## config.mk

```make
export PLATFORM = sky130hd
export DESIGN_NAME = pmst_mfr_status_telemetry
export DESIGN_NICKNAME = d
export VERILOG_FILES = /design/src/pmst_pkg.sv /design/src/pmst_tick_divider.sv /design/src/pmst_mfr_status_telemetry.sv
export SDC_FILE = /design/constraint.sdc
export NUM_CORES = 1
export LEC_CHECK = 0
export ABC_AREA = 1
export ABC_CLOCK_PERIOD_IN_PS = 1900
export BUFFER_PORTS_ARGS = -buffer_cell sky130_fd_sc_hd__buf_2
export CAP_MARGIN = 10
export CORE_ASPECT_RATIO = 0.9
export CORE_MARGIN = 3
export CORE_UTILIZATION = 40
export CTS_BUF_LIST = sky130_fd_sc_hd__clkbuf_4
export CTS_CLUSTER_DIAMETER = 30
export CTS_CLUSTER_SIZE = 10
export DETAILED_ROUTE_END_ITERATION = 10
export PLACE_DENSITY_LB_ADDON = 0.12
export SLEW_MARGIN = 25
export SYNTH_ARGS = -nofsm -noshare
export SYNTH_HDL_FRONTEND = slang
export SYNTH_SLANG_ARGS = --single-unit
export TNS_END_PERCENT = 1
```

## constraint.sdc

```tcl
create_clock -name clk_in -period 1.9 [get_ports clk_in]
set_input_delay 0.095 -clock clk_in [delete_from_list [all_inputs] [get_ports clk_in]]
set_output_delay 0.095 -clock clk_in [all_outputs]
set_load 0.05 [all_outputs]
```

## src/pmst_pkg.sv

```systemverilog
// constants and carrier types for the maker status and telemetry block
package pmst_pkg;

  // ----------------------------------------
  // command codes
  // ----------------------------------------
  localparam logic [7:0] CMD_CLEAR_FAULTS = 8'h03;
  localparam logic [7:0] CMD_PHASE = 8'h04;
  localparam logic [7:0] CMD_ALERT_MASK = 8'h1B;
  localparam logic [7:0] CMD_STATUS_BYTE = 8'h78;
  localparam logic [7:0] CMD_STATUS_CML = 8'h7E;
  localparam logic [7:0] CMD_STATUS_MFR = 8'h80;
  localparam logic [7:0] CMD_INPUT_VOLTAGE_READING = 8'h88;
  localparam logic [7:0] CMD_OUTPUT_VOLTAGE_READING = 8'h8B;
  localparam logic [7:0] CMD_OUTPUT_CURRENT_READING = 8'h8C;

  // ----------------------------------------
  // field layouts and reset values
  // ----------------------------------------
  localparam int MFR_POR_BIT = 7;
  localparam int MFR_SELF_BIT = 6;
  localparam int MFR_RESET_BIT = 3;
  localparam int MFR_BCX_BIT = 2;
  localparam int MFR_SYNC_BIT = 1;
  localparam logic [7:0] MFR_LATCH_MASK = 8'h8E;
  localparam logic [7:0] MFR_SELF_MASK = 8'h40;
  localparam logic [7:0] MFR_READ_MASK = 8'hCE;
  localparam int CML_IVC_BIT = 7;
  localparam logic [7:0] CML_IVC_MASK = 8'h80;
  localparam logic [7:0] SB_CML_MASK = 8'h02;
  localparam logic [7:0] SB_MFR_MASK = 8'h01;
  localparam logic [7:0] BYTE_ZERO = 8'h00;
  localparam logic [15:0] WORD_ZERO = 16'h0000;
  localparam logic [7:0] PHASE_ALL = 8'hFF;
  localparam logic [7:0] PHASE_RESET = 8'hFF;
  localparam logic [15:0] ALERT_MASK_RESET = 16'h0000;
  localparam int PHASE_COUNT = 4;

  // ----------------------------------------
  // timing
  // ----------------------------------------
  localparam int unsigned CLK_HZ = 40_000_000;
  localparam int unsigned REFRESH_US = 1000;
  localparam int unsigned REFRESH_CYCLES = (CLK_HZ / 1_000_000) * REFRESH_US;

  // ----------------------------------------
  // carriers
  // ----------------------------------------
  typedef struct packed {
    logic [4:0] exponent;
    logic [10:0] mantissa;
  } pmst_linear_type;

  typedef struct packed {
    logic valid;
    logic write;
    logic [7:0] code;
    logic [15:0] data;
  } pmst_cmd_type;

  typedef struct packed {
    logic trim_check_bad;
    logic nvm_checksum_bad;
    logic pin_detect_bad;
    logic vout_reset;
    logic back_channel_fault;
    logic sync_fault;
  } pmst_event_type;

endpackage

```

## src/pmst_tick_divider.sv

```systemverilog
// divider giving one enable pulse per telemetry refresh period
`timescale 1ns/1ps
module pmst_tick_divider #(
  parameter int unsigned PERIOD = pmst_pkg::REFRESH_CYCLES
) (
  // clock and reset
  input wire logic clk_in,
  input wire logic reset_n_in,
  // enable
  output logic tick_out
);

  localparam int W = (PERIOD > 1) ? $clog2(PERIOD) : 1;
  localparam logic [W-1:0] LAST = W'(PERIOD - 1);

  logic [W-1:0] count_reg;

  always_ff @(posedge clk_in) begin
    if (!reset_n_in) begin
      count_reg <= '0;
    end else if (count_reg == LAST) begin
      count_reg <= '0;
    end else begin
      count_reg <= count_reg + W'(1);
    end
  end

  always_ff @(posedge clk_in) begin
    if (!reset_n_in) begin
      tick_out <= 1'b0;
    end else begin
      tick_out <= (count_reg == LAST);
    end
  end

endmodule

```

## src/pmst_mfr_status_telemetry.sv

```systemverilog
// maker fault status byte, communication fault flag and telemetry readings
//
// Functional notes
// - latch power-on fault when trim, store checksum or pin detection check fails
// - self-check bit is live: busy or any expected follower silent
// - status bits 5:4 and 0 always read zero
// - latch bit 3 on an output-voltage reset event
// - latch bit 2 on a back-channel fault event
// - latch bit 1 on a sync fault
// - writing one clears a set status bit; zero leaves it
// - every alerting status bit has a mask bit suppressing its alert
// - input voltage and current are linear words, 5-bit exponent, 11-bit mantissa
// - input voltage refreshed every millisecond, 0 to 24 volts
// - phase all-ones returns the stack master's input voltage
// - phases 0 to 3 return that phase's input voltage; any other phase reads zero
// - writes to read-only telemetry set invalid-command, summary bit, notify host
// - output voltage reading is a 16-bit unsigned word in mode format
// - output voltage refreshed every millisecond, 0 to 6 volts
// - follower mode reports raw sense pin; host keeps it below 0.75 V
// - output current refreshed every millisecond, -15 to 90 A per phase
// - phase all-ones returns summed stack current
// - phases 0 to 3 return that phase's measured current; any other phase reads zero
// - summary bit is OR of latched flags, clearing with them
// - clear-faults command clears all latched maker status bits
`timescale 1ns/1ps
module pmst_mfr_status_telemetry #(
  parameter int unsigned REFRESH_CYCLES = pmst_pkg::REFRESH_CYCLES
) (
  // clock and reset
  input wire logic clk_in,
  input wire logic reset_n_in,
  // command port from the bus engine
  input wire pmst_pkg::pmst_cmd_type cmd_in,
  output logic rd_valid_out,
  output logic [15:0] rd_data_out,
  output logic cmd_reject_out,
  // fault events and self-check
  input wire pmst_pkg::pmst_event_type events_in,
  input wire logic selfcheck_busy_in,
  input wire logic [pmst_pkg::PHASE_COUNT-1:0] follower_expected_in,
  input wire logic [pmst_pkg::PHASE_COUNT-1:0] follower_answered_in,
  // measurements from the front end
  input wire pmst_pkg::pmst_linear_type vin_master_in,
  input wire pmst_pkg::pmst_linear_type [pmst_pkg::PHASE_COUNT-1:0] vin_phase_in,
  input wire pmst_pkg::pmst_linear_type iout_total_in,
  input wire pmst_pkg::pmst_linear_type [pmst_pkg::PHASE_COUNT-1:0] iout_phase_in,
  input wire logic [15:0] vout_scaled_in,
  input wire logic [15:0] vout_sense_in,
  input wire logic sense_ground_on_bias_in,
  // status to the host side
  output logic alert_out,
  output logic [7:0] status_byte_out
);

  // ----------------------------------------
  // helpers
  // ----------------------------------------
  // an out-of-range phase reads as zero rather than aliasing another phase
  function automatic logic [15:0] pick_phase(
    input pmst_pkg::pmst_linear_type [pmst_pkg::PHASE_COUNT-1:0] arr,
    input pmst_pkg::pmst_linear_type all_value,
    input logic [7:0] phase
  );
    logic [15:0] r;
    r = pmst_pkg::WORD_ZERO;
    if (phase == pmst_pkg::PHASE_ALL) begin
      r = all_value;
    end else begin
      for (int i = 0; i < pmst_pkg::PHASE_COUNT; i++) begin
        if (phase == 8'(i)) begin
          r = arr[i];
        end
      end
    end
    return r;
  endfunction

  function automatic logic is_read_only(input logic [7:0] code);
    return (code == pmst_pkg::CMD_INPUT_VOLTAGE_READING) || (code == pmst_pkg::CMD_OUTPUT_VOLTAGE_READING) ||
           (code == pmst_pkg::CMD_OUTPUT_CURRENT_READING);
  endfunction

  // ----------------------------------------
  // command decode
  // ----------------------------------------
  logic wr;
  logic rd;
  logic clear_all;
  logic ro_write;
  assign wr = cmd_in.valid && cmd_in.write;
  assign rd = cmd_in.valid && !cmd_in.write;
  assign clear_all = wr && (cmd_in.code == pmst_pkg::CMD_CLEAR_FAULTS);
  assign ro_write = wr && is_read_only(cmd_in.code);

  // ----------------------------------------
  // maker status byte
  // ----------------------------------------
  logic [7:0] mfr_reg;
  logic [7:0] mfr_set;
  logic [7:0] mfr_clear;
  logic [7:0] mfr_view;
  logic self_live;

  always_comb begin
    mfr_set = pmst_pkg::BYTE_ZERO;
    mfr_set[pmst_pkg::MFR_POR_BIT] = events_in.trim_check_bad || events_in.nvm_checksum_bad ||
                                     events_in.pin_detect_bad;
    mfr_set[pmst_pkg::MFR_RESET_BIT] = events_in.vout_reset;
    mfr_set[pmst_pkg::MFR_BCX_BIT] = events_in.back_channel_fault;
    mfr_set[pmst_pkg::MFR_SYNC_BIT] = events_in.sync_fault;
  end

  always_comb begin
    mfr_clear = pmst_pkg::BYTE_ZERO;
    if (wr && (cmd_in.code == pmst_pkg::CMD_STATUS_MFR)) begin
      mfr_clear = cmd_in.data[7:0] & pmst_pkg::MFR_LATCH_MASK;
    end
    if (clear_all) begin
      mfr_clear = pmst_pkg::MFR_LATCH_MASK;
    end
  end

  // set wins over a clear landing in the same cycle
  always_ff @(posedge clk_in) begin
    if (!reset_n_in) begin
      mfr_reg <= pmst_pkg::BYTE_ZERO;
    end else begin
      mfr_reg <= ((mfr_reg & ~mfr_clear) | mfr_set) & pmst_pkg::MFR_LATCH_MASK;
    end
  end

  assign self_live = selfcheck_busy_in ||
                     (|(follower_expected_in & ~follower_answered_in));
  assign mfr_view = (mfr_reg & pmst_pkg::MFR_LATCH_MASK) |
                    (self_live ? pmst_pkg::MFR_SELF_MASK : pmst_pkg::BYTE_ZERO);

  // ----------------------------------------
  // communication fault flag
  // ----------------------------------------
  logic ivc_reg;
  logic ivc_clear;
  assign ivc_clear = clear_all || (wr && (cmd_in.code == pmst_pkg::CMD_STATUS_CML) &&
                     cmd_in.data[pmst_pkg::CML_IVC_BIT]);

  always_ff @(posedge clk_in) begin
    if (!reset_n_in) begin
      ivc_reg <= 1'b0;
    end else if (ro_write) begin
      ivc_reg <= 1'b1;
    end else if (ivc_clear) begin
      ivc_reg <= 1'b0;
    end
  end

  always_ff @(posedge clk_in) begin
    if (!reset_n_in) begin
      cmd_reject_out <= 1'b0;
    end else begin
      cmd_reject_out <= ro_write;
    end
  end

  // ----------------------------------------
  // phase, alert mask and summary
  // ----------------------------------------
  logic [7:0] phase_reg;
  logic [15:0] alert_mask_reg;
  logic [7:0] status_byte;

  always_ff @(posedge clk_in) begin
    if (!reset_n_in) begin
      phase_reg <= pmst_pkg::PHASE_RESET;
    end else if (wr && (cmd_in.code == pmst_pkg::CMD_PHASE)) begin
      phase_reg <= cmd_in.data[7:0];
    end
  end

  // upper byte masks the communication flags, lower byte the maker flags
  always_ff @(posedge clk_in) begin
    if (!reset_n_in) begin
      alert_mask_reg <= pmst_pkg::ALERT_MASK_RESET;
    end else if (wr && (cmd_in.code == pmst_pkg::CMD_ALERT_MASK)) begin
      alert_mask_reg <= cmd_in.data;
    end
  end

  always_comb begin
    status_byte = pmst_pkg::BYTE_ZERO;
    if (ivc_reg) begin
      status_byte = status_byte | pmst_pkg::SB_CML_MASK;
    end
    if (|mfr_reg) begin
      status_byte = status_byte | pmst_pkg::SB_MFR_MASK;
    end
  end

  always_ff @(posedge clk_in) begin
    if (!reset_n_in) begin
      status_byte_out <= pmst_pkg::BYTE_ZERO;
    end else begin
      status_byte_out <= status_byte;
    end
  end

  // the live self-check bit does not alert; it would fire at every power-up
  always_ff @(posedge clk_in) begin
    if (!reset_n_in) begin
      alert_out <= 1'b0;
    end else begin
      alert_out <= (|(mfr_reg & ~alert_mask_reg[7:0])) ||
                   (ivc_reg && !alert_mask_reg[8 + pmst_pkg::CML_IVC_BIT]);
    end
  end

  // ----------------------------------------
  // telemetry snapshots
  // ----------------------------------------
  logic refresh_tick;
  pmst_pkg::pmst_linear_type vin_master_reg;
  pmst_pkg::pmst_linear_type iout_total_reg;
  pmst_pkg::pmst_linear_type [pmst_pkg::PHASE_COUNT-1:0] vin_phase_reg;
  pmst_pkg::pmst_linear_type [pmst_pkg::PHASE_COUNT-1:0] iout_phase_reg;
  logic [15:0] vout_reg;

  pmst_tick_divider #(.PERIOD(REFRESH_CYCLES)) refresh_div (
    .clk_in(clk_in),
    .reset_n_in(reset_n_in),
    .tick_out(refresh_tick)
  );

  // all phases are held so a phase change reads valid data at once
  always_ff @(posedge clk_in) begin
    if (!reset_n_in) begin
      vin_master_reg <= '0;
      vin_phase_reg <= '0;
      iout_total_reg <= '0;
      iout_phase_reg <= '0;
    end else if (refresh_tick) begin
      vin_master_reg <= vin_master_in;
      vin_phase_reg <= vin_phase_in;
      iout_total_reg <= iout_total_in;
      iout_phase_reg <= iout_phase_in;
    end
  end

  always_ff @(posedge clk_in) begin
    if (!reset_n_in) begin
      vout_reg <= pmst_pkg::WORD_ZERO;
    end else if (refresh_tick) begin
      vout_reg <= sense_ground_on_bias_in ? vout_sense_in : vout_scaled_in;
    end
  end

  // ----------------------------------------
  // read answer
  // ----------------------------------------
  logic [15:0] rd_word;
  always_comb begin
    rd_word = pmst_pkg::WORD_ZERO;
    unique case (cmd_in.code)
      pmst_pkg::CMD_STATUS_MFR: rd_word = {pmst_pkg::BYTE_ZERO, mfr_view};
      pmst_pkg::CMD_STATUS_CML: rd_word = {pmst_pkg::BYTE_ZERO,
                                           ivc_reg ? pmst_pkg::CML_IVC_MASK : pmst_pkg::BYTE_ZERO};
      pmst_pkg::CMD_STATUS_BYTE: rd_word = {pmst_pkg::BYTE_ZERO, status_byte};
      pmst_pkg::CMD_PHASE: rd_word = {pmst_pkg::BYTE_ZERO, phase_reg};
      pmst_pkg::CMD_ALERT_MASK: rd_word = alert_mask_reg;
      pmst_pkg::CMD_INPUT_VOLTAGE_READING: rd_word = pick_phase(vin_phase_reg, vin_master_reg, phase_reg);
      pmst_pkg::CMD_OUTPUT_VOLTAGE_READING: rd_word = vout_reg;
      pmst_pkg::CMD_OUTPUT_CURRENT_READING: rd_word = pick_phase(iout_phase_reg, iout_total_reg, phase_reg);
      default: rd_word = pmst_pkg::WORD_ZERO;
    endcase
  end

  // whole word taken in one edge, so both bytes share one update
  always_ff @(posedge clk_in) begin
    if (!reset_n_in) begin
      rd_valid_out <= 1'b0;
      rd_data_out <= pmst_pkg::WORD_ZERO;
    end else begin
      rd_valid_out <= rd;
      if (rd) begin
        rd_data_out <= rd_word;
      end
    end
  end
endmodule

```

==> results.yml <==
route:
  postRouteAntennaNets: 0
  num_vias: 12300
  first_pass_iters: 5
  routedWlPerCell_um: 16.7
  wirelength_um: 41000
  drt_iter0_drc: 852
  routed_via_density: 5.01
  drc: 0
clocking:
  clockBufferDepth: 3
  cts_tree: "done"
  cts_num_sinks: 243
  clk_pin_slew_ns: 0.09
  h-tree-depth: 2
  root_buffer: "clkbuf_4"
  cts_buffers: 43
  clkLatencyLatePin_ns: 0.66
power:
  p_per_area_nw_per_um2: 659
  p_leak_nw: 7.20
  irDropWorstVdd_mv: 0.330
synthesis:
  syn_avg_cell_area_um2: 6.92
  yosys_warnings: 0
  synth_top_area_share_pct: 44.5
  ys_types: 42
  yosysSeqAreaShare_pct: 44.5
  synth_edf_count: 0
  yosys-top-cells-count: "324 x nor2_1, 249 x nand2_1, 243 x dfxtp_1"
  synth.area.top_cells: "dfxtp_1 44%, nor2_1 11%, o21ai_0 10%, nand2_1 8.5%, nand3_1 5.6%"
  synth_most_common_cell: "nor2_1"
  synth-seq-cells: 243
  netlist_area_um2: 10900
  ys_async_sr_fraction_pct: 0
  synth_ff_type: "dfxtp_1"
  yosys.area.top_type: "dfxtp_1"
  synth_cells: 1580
setup_path:
  critPathCapture: "phase_reg[6]"
  critPathBufInv: 5
  crit_fanout: 15
  r2r-end: "vout_reg[6]"
  crit_path_cell_trace: "dlygate4sd3_1 > buf_2 > inv_1 > nand2_2 > nor3_1 > nand2_2 > nor2_2 > buf_4 > o211ai_1 > dlygate4sd3_1"
  path_delay_family: "buffers and inverters"
  required_ns: 2.46
  setup.worst_path.end_class: "flop"
  reg2reg_setup_slack_ns: 0.08
  critPathMaxStageDelay_ns: 0.57
  reg2reg_from: "refresh_div.tick_out"
  worstSetupPathDepth: 10
  cp-start-kind: "input pin"
  ff2ff_path_depth: 5
  crit_path_start: "cmd_in[16]"
  worst_path_max_delay_cell: "dlygate4sd3_1"
  critical_path_arrival_ns: 2.44
  worstSetupPathType: "input pin to flop"
timing:
  fin_skew_ns: 0.0374
  max_freq_ghz: 0.531
  setup_viol: 0
  relSlewSlack_pct: 63.8
  finalCriticalPeriod_ns: 1.88
  worst_slew_pin_slew_ns: 0.543
  timing.final.crit_share_pct: 99.1
  slew_viol_final: 0
  rsz0062_at_grt: "true"
  finalHoldViolations: 0
final_layout:
  fin_cells: 2449
  stdcell_area_um2: 15800
  drive_above_1_share_pct: 20.3
  syn2layout_area_growth_pct: 44.8
  final_util_pct: 59.8
  num-fill-cells: 2378
  fin_nets: 2305
place:
  io_buffer_count: 256
  dp_hpwl_um: 27400
  place_inst: 2126
  routabilityCongestion: 0.909
  post_dp_cell_area_um2: 12600
global_routing:
  grt_pass1_vias: 12100
  grt_pass1_wl_um: 64200
  grt-ovfl-total: 0
  grt_start_max_net_pins: 137
  antenna_found_initial: 1
  gr-usage-all-layers_pct: 27.2
floorplan:
  ios: 263
  die_area_um2: 29400
  die_y_um: 163
  start_util_pct: 41.3
  rows: 56
  core_area_um2: 26500
  dieWidth_um: 180
run_status:
  status: "completed"
min_path:
  hp-class: "input pin to flop"
flow_run:
  max_cap_violations: 0
-- repair_timing --
item | CTS | global route
gates resized for setup | 0 | 19
hold buffers | 241 | 0
hold endpoints to repair | 227 | 0
setup endpoints to repair | 0 | 25
buffers inserted | 0 | 3
-- cells in the final DEF, fill, tap and decap left out, types with 6 or more instances in the layout --
| cell | netlist | final |
|---|---|---|
| dfxtp_1 | 243 | 240 |
| nor3_1 | 13 | 10 |
| bufinv_16 | 0 | 7 |
| a21oi_1 | 64 | 64 |
| nand2_2 | 7 | 9 |
| nor3_2 | 4 | 7 |
| buf_12 | 0 | 12 |
| o21ai_0 | 218 | 218 |
| conb_1 | 1 | 6 |
| a21oi_2 | 10 | 10 |
| o211ai_1 | 23 | 23 |
| clkinvlp_4 | 0 | 8 |
| inv_2 | 7 | 9 |
| buf_4 | 12 | 31 |
| o22ai_1 | 6 | 6 |
| inv_1 | 119 | 115 |
| o21bai_1 | 11 | 11 |
| nor2_1 | 324 | 324 |
| nor2_4 | 3 | 6 |
| o21ai_1 | 23 | 22 |
| dlygate4sd3_1 | 0 | 241 |
| nand2_1 | 249 | 246 |
| clkinv_1 | 3 | 9 |
| clkbuf_4 | 0 | 49 |
| buf_2 | 17 | 255 |
| nand3_1 | 122 | 122 |
-- cell families (layout without fill, tap and decap cells) --
logic type,count (synthesis),in the layout,synth area share [%]
xor+xnor,2,2,0.160
simple gates,741,741,28.3
buf+inv,231,746,9.06
other cells,1,7,0.0343
fa+ha+maj,1,1,0.114
flops,243,243,44.5
compound gates,361,361,17.8
-- final cells by class --
type	instances	area, um2	area share [%]
clock buffer	49	368	2.32
multi-input combinational	1111	5150	32.5
clock inverter	28	332	2.09
sequential	243	4870	30.8
antenna	1	2.50	0.0158
inverter	129	498	3.14
tap	348	435	2.75
timing repair buffer	540	4190	26.4
-- per-stage QoR --
| step | total power [mW] | hold WS, ns | worst slack (ns) | setup TNS (ns) |
|---|---|---|---|---|
| floorplan | 5.46 | 0.213 | 0.391 | 0 |
| global placement | 5.78 | 0.303 | 0.138 | 0 |
| detailed placement | 5.79 | 0.314 | 0.0717 | 0 |
| CTS | 10.5 | 0.0421 | 0.0366 | 0 |
| global route | 10.8 | 0.110 | -0.0924 | -0.378 |
| finish | 10.4 | 0.0772 | 0.0172 | 0 |
-- worst reg2reg max path: cells and delay by family (launching register included) --
kind	cells	cell delay (ns)
buffers and inverters	3	1.05
AOI/OAI and AO/OA	1	0.09
DFF	1	0.41
and+or+nand+nor	1	0.17
-- power breakdown --
| part | internal, mW | switching (mW) | leakage [nW] | total (mW) |
|---|---|---|---|---|
| registers | 5.10 | 0.0106 | 1.96 | 5.11 |
| logic | 0.540 | 0.400 | 4.88 | 0.940 |
| clock network | 2.26 | 2.12 | 0.365 | 4.38 |
| total | 7.90 | 2.53 | 7.20 | 10.4 |
-- metal layers --
| layer | track usage, % | part of all wire [%] | up-vias |
|---|---|---|---|
| met5 | 0 | 0 | - |
| met4 | 9.17 | 3.1 | 0 |
| met3 | 5.02 | 7.6 | 69 |
| met2 | 45.1 | 46 | 458 |
| met1 | 35.9 | 43 | 5640 |
| li1 | - | - | 6110 |
-- how the worst min path moves through the flow --
| stage | end | depth (start not counted) | startpoint |
|---|---|---|---|
| finish | rd_data_out[6] | 7 | selfcheck_busy_in |
| global route | rd_data_out[6] | 7 | selfcheck_busy_in |
| CTS | rd_data_out[6] | 7 | selfcheck_busy_in |
| detailed placement | mfr_reg[2] | 3 | events_in[1] |
| global placement | mfr_reg[1] | 3 | events_in[0] |
| floorplan | mfr_reg[1] | 2 | events_in[0] |
No activity file was read; power rests on OpenSTA's default activity.
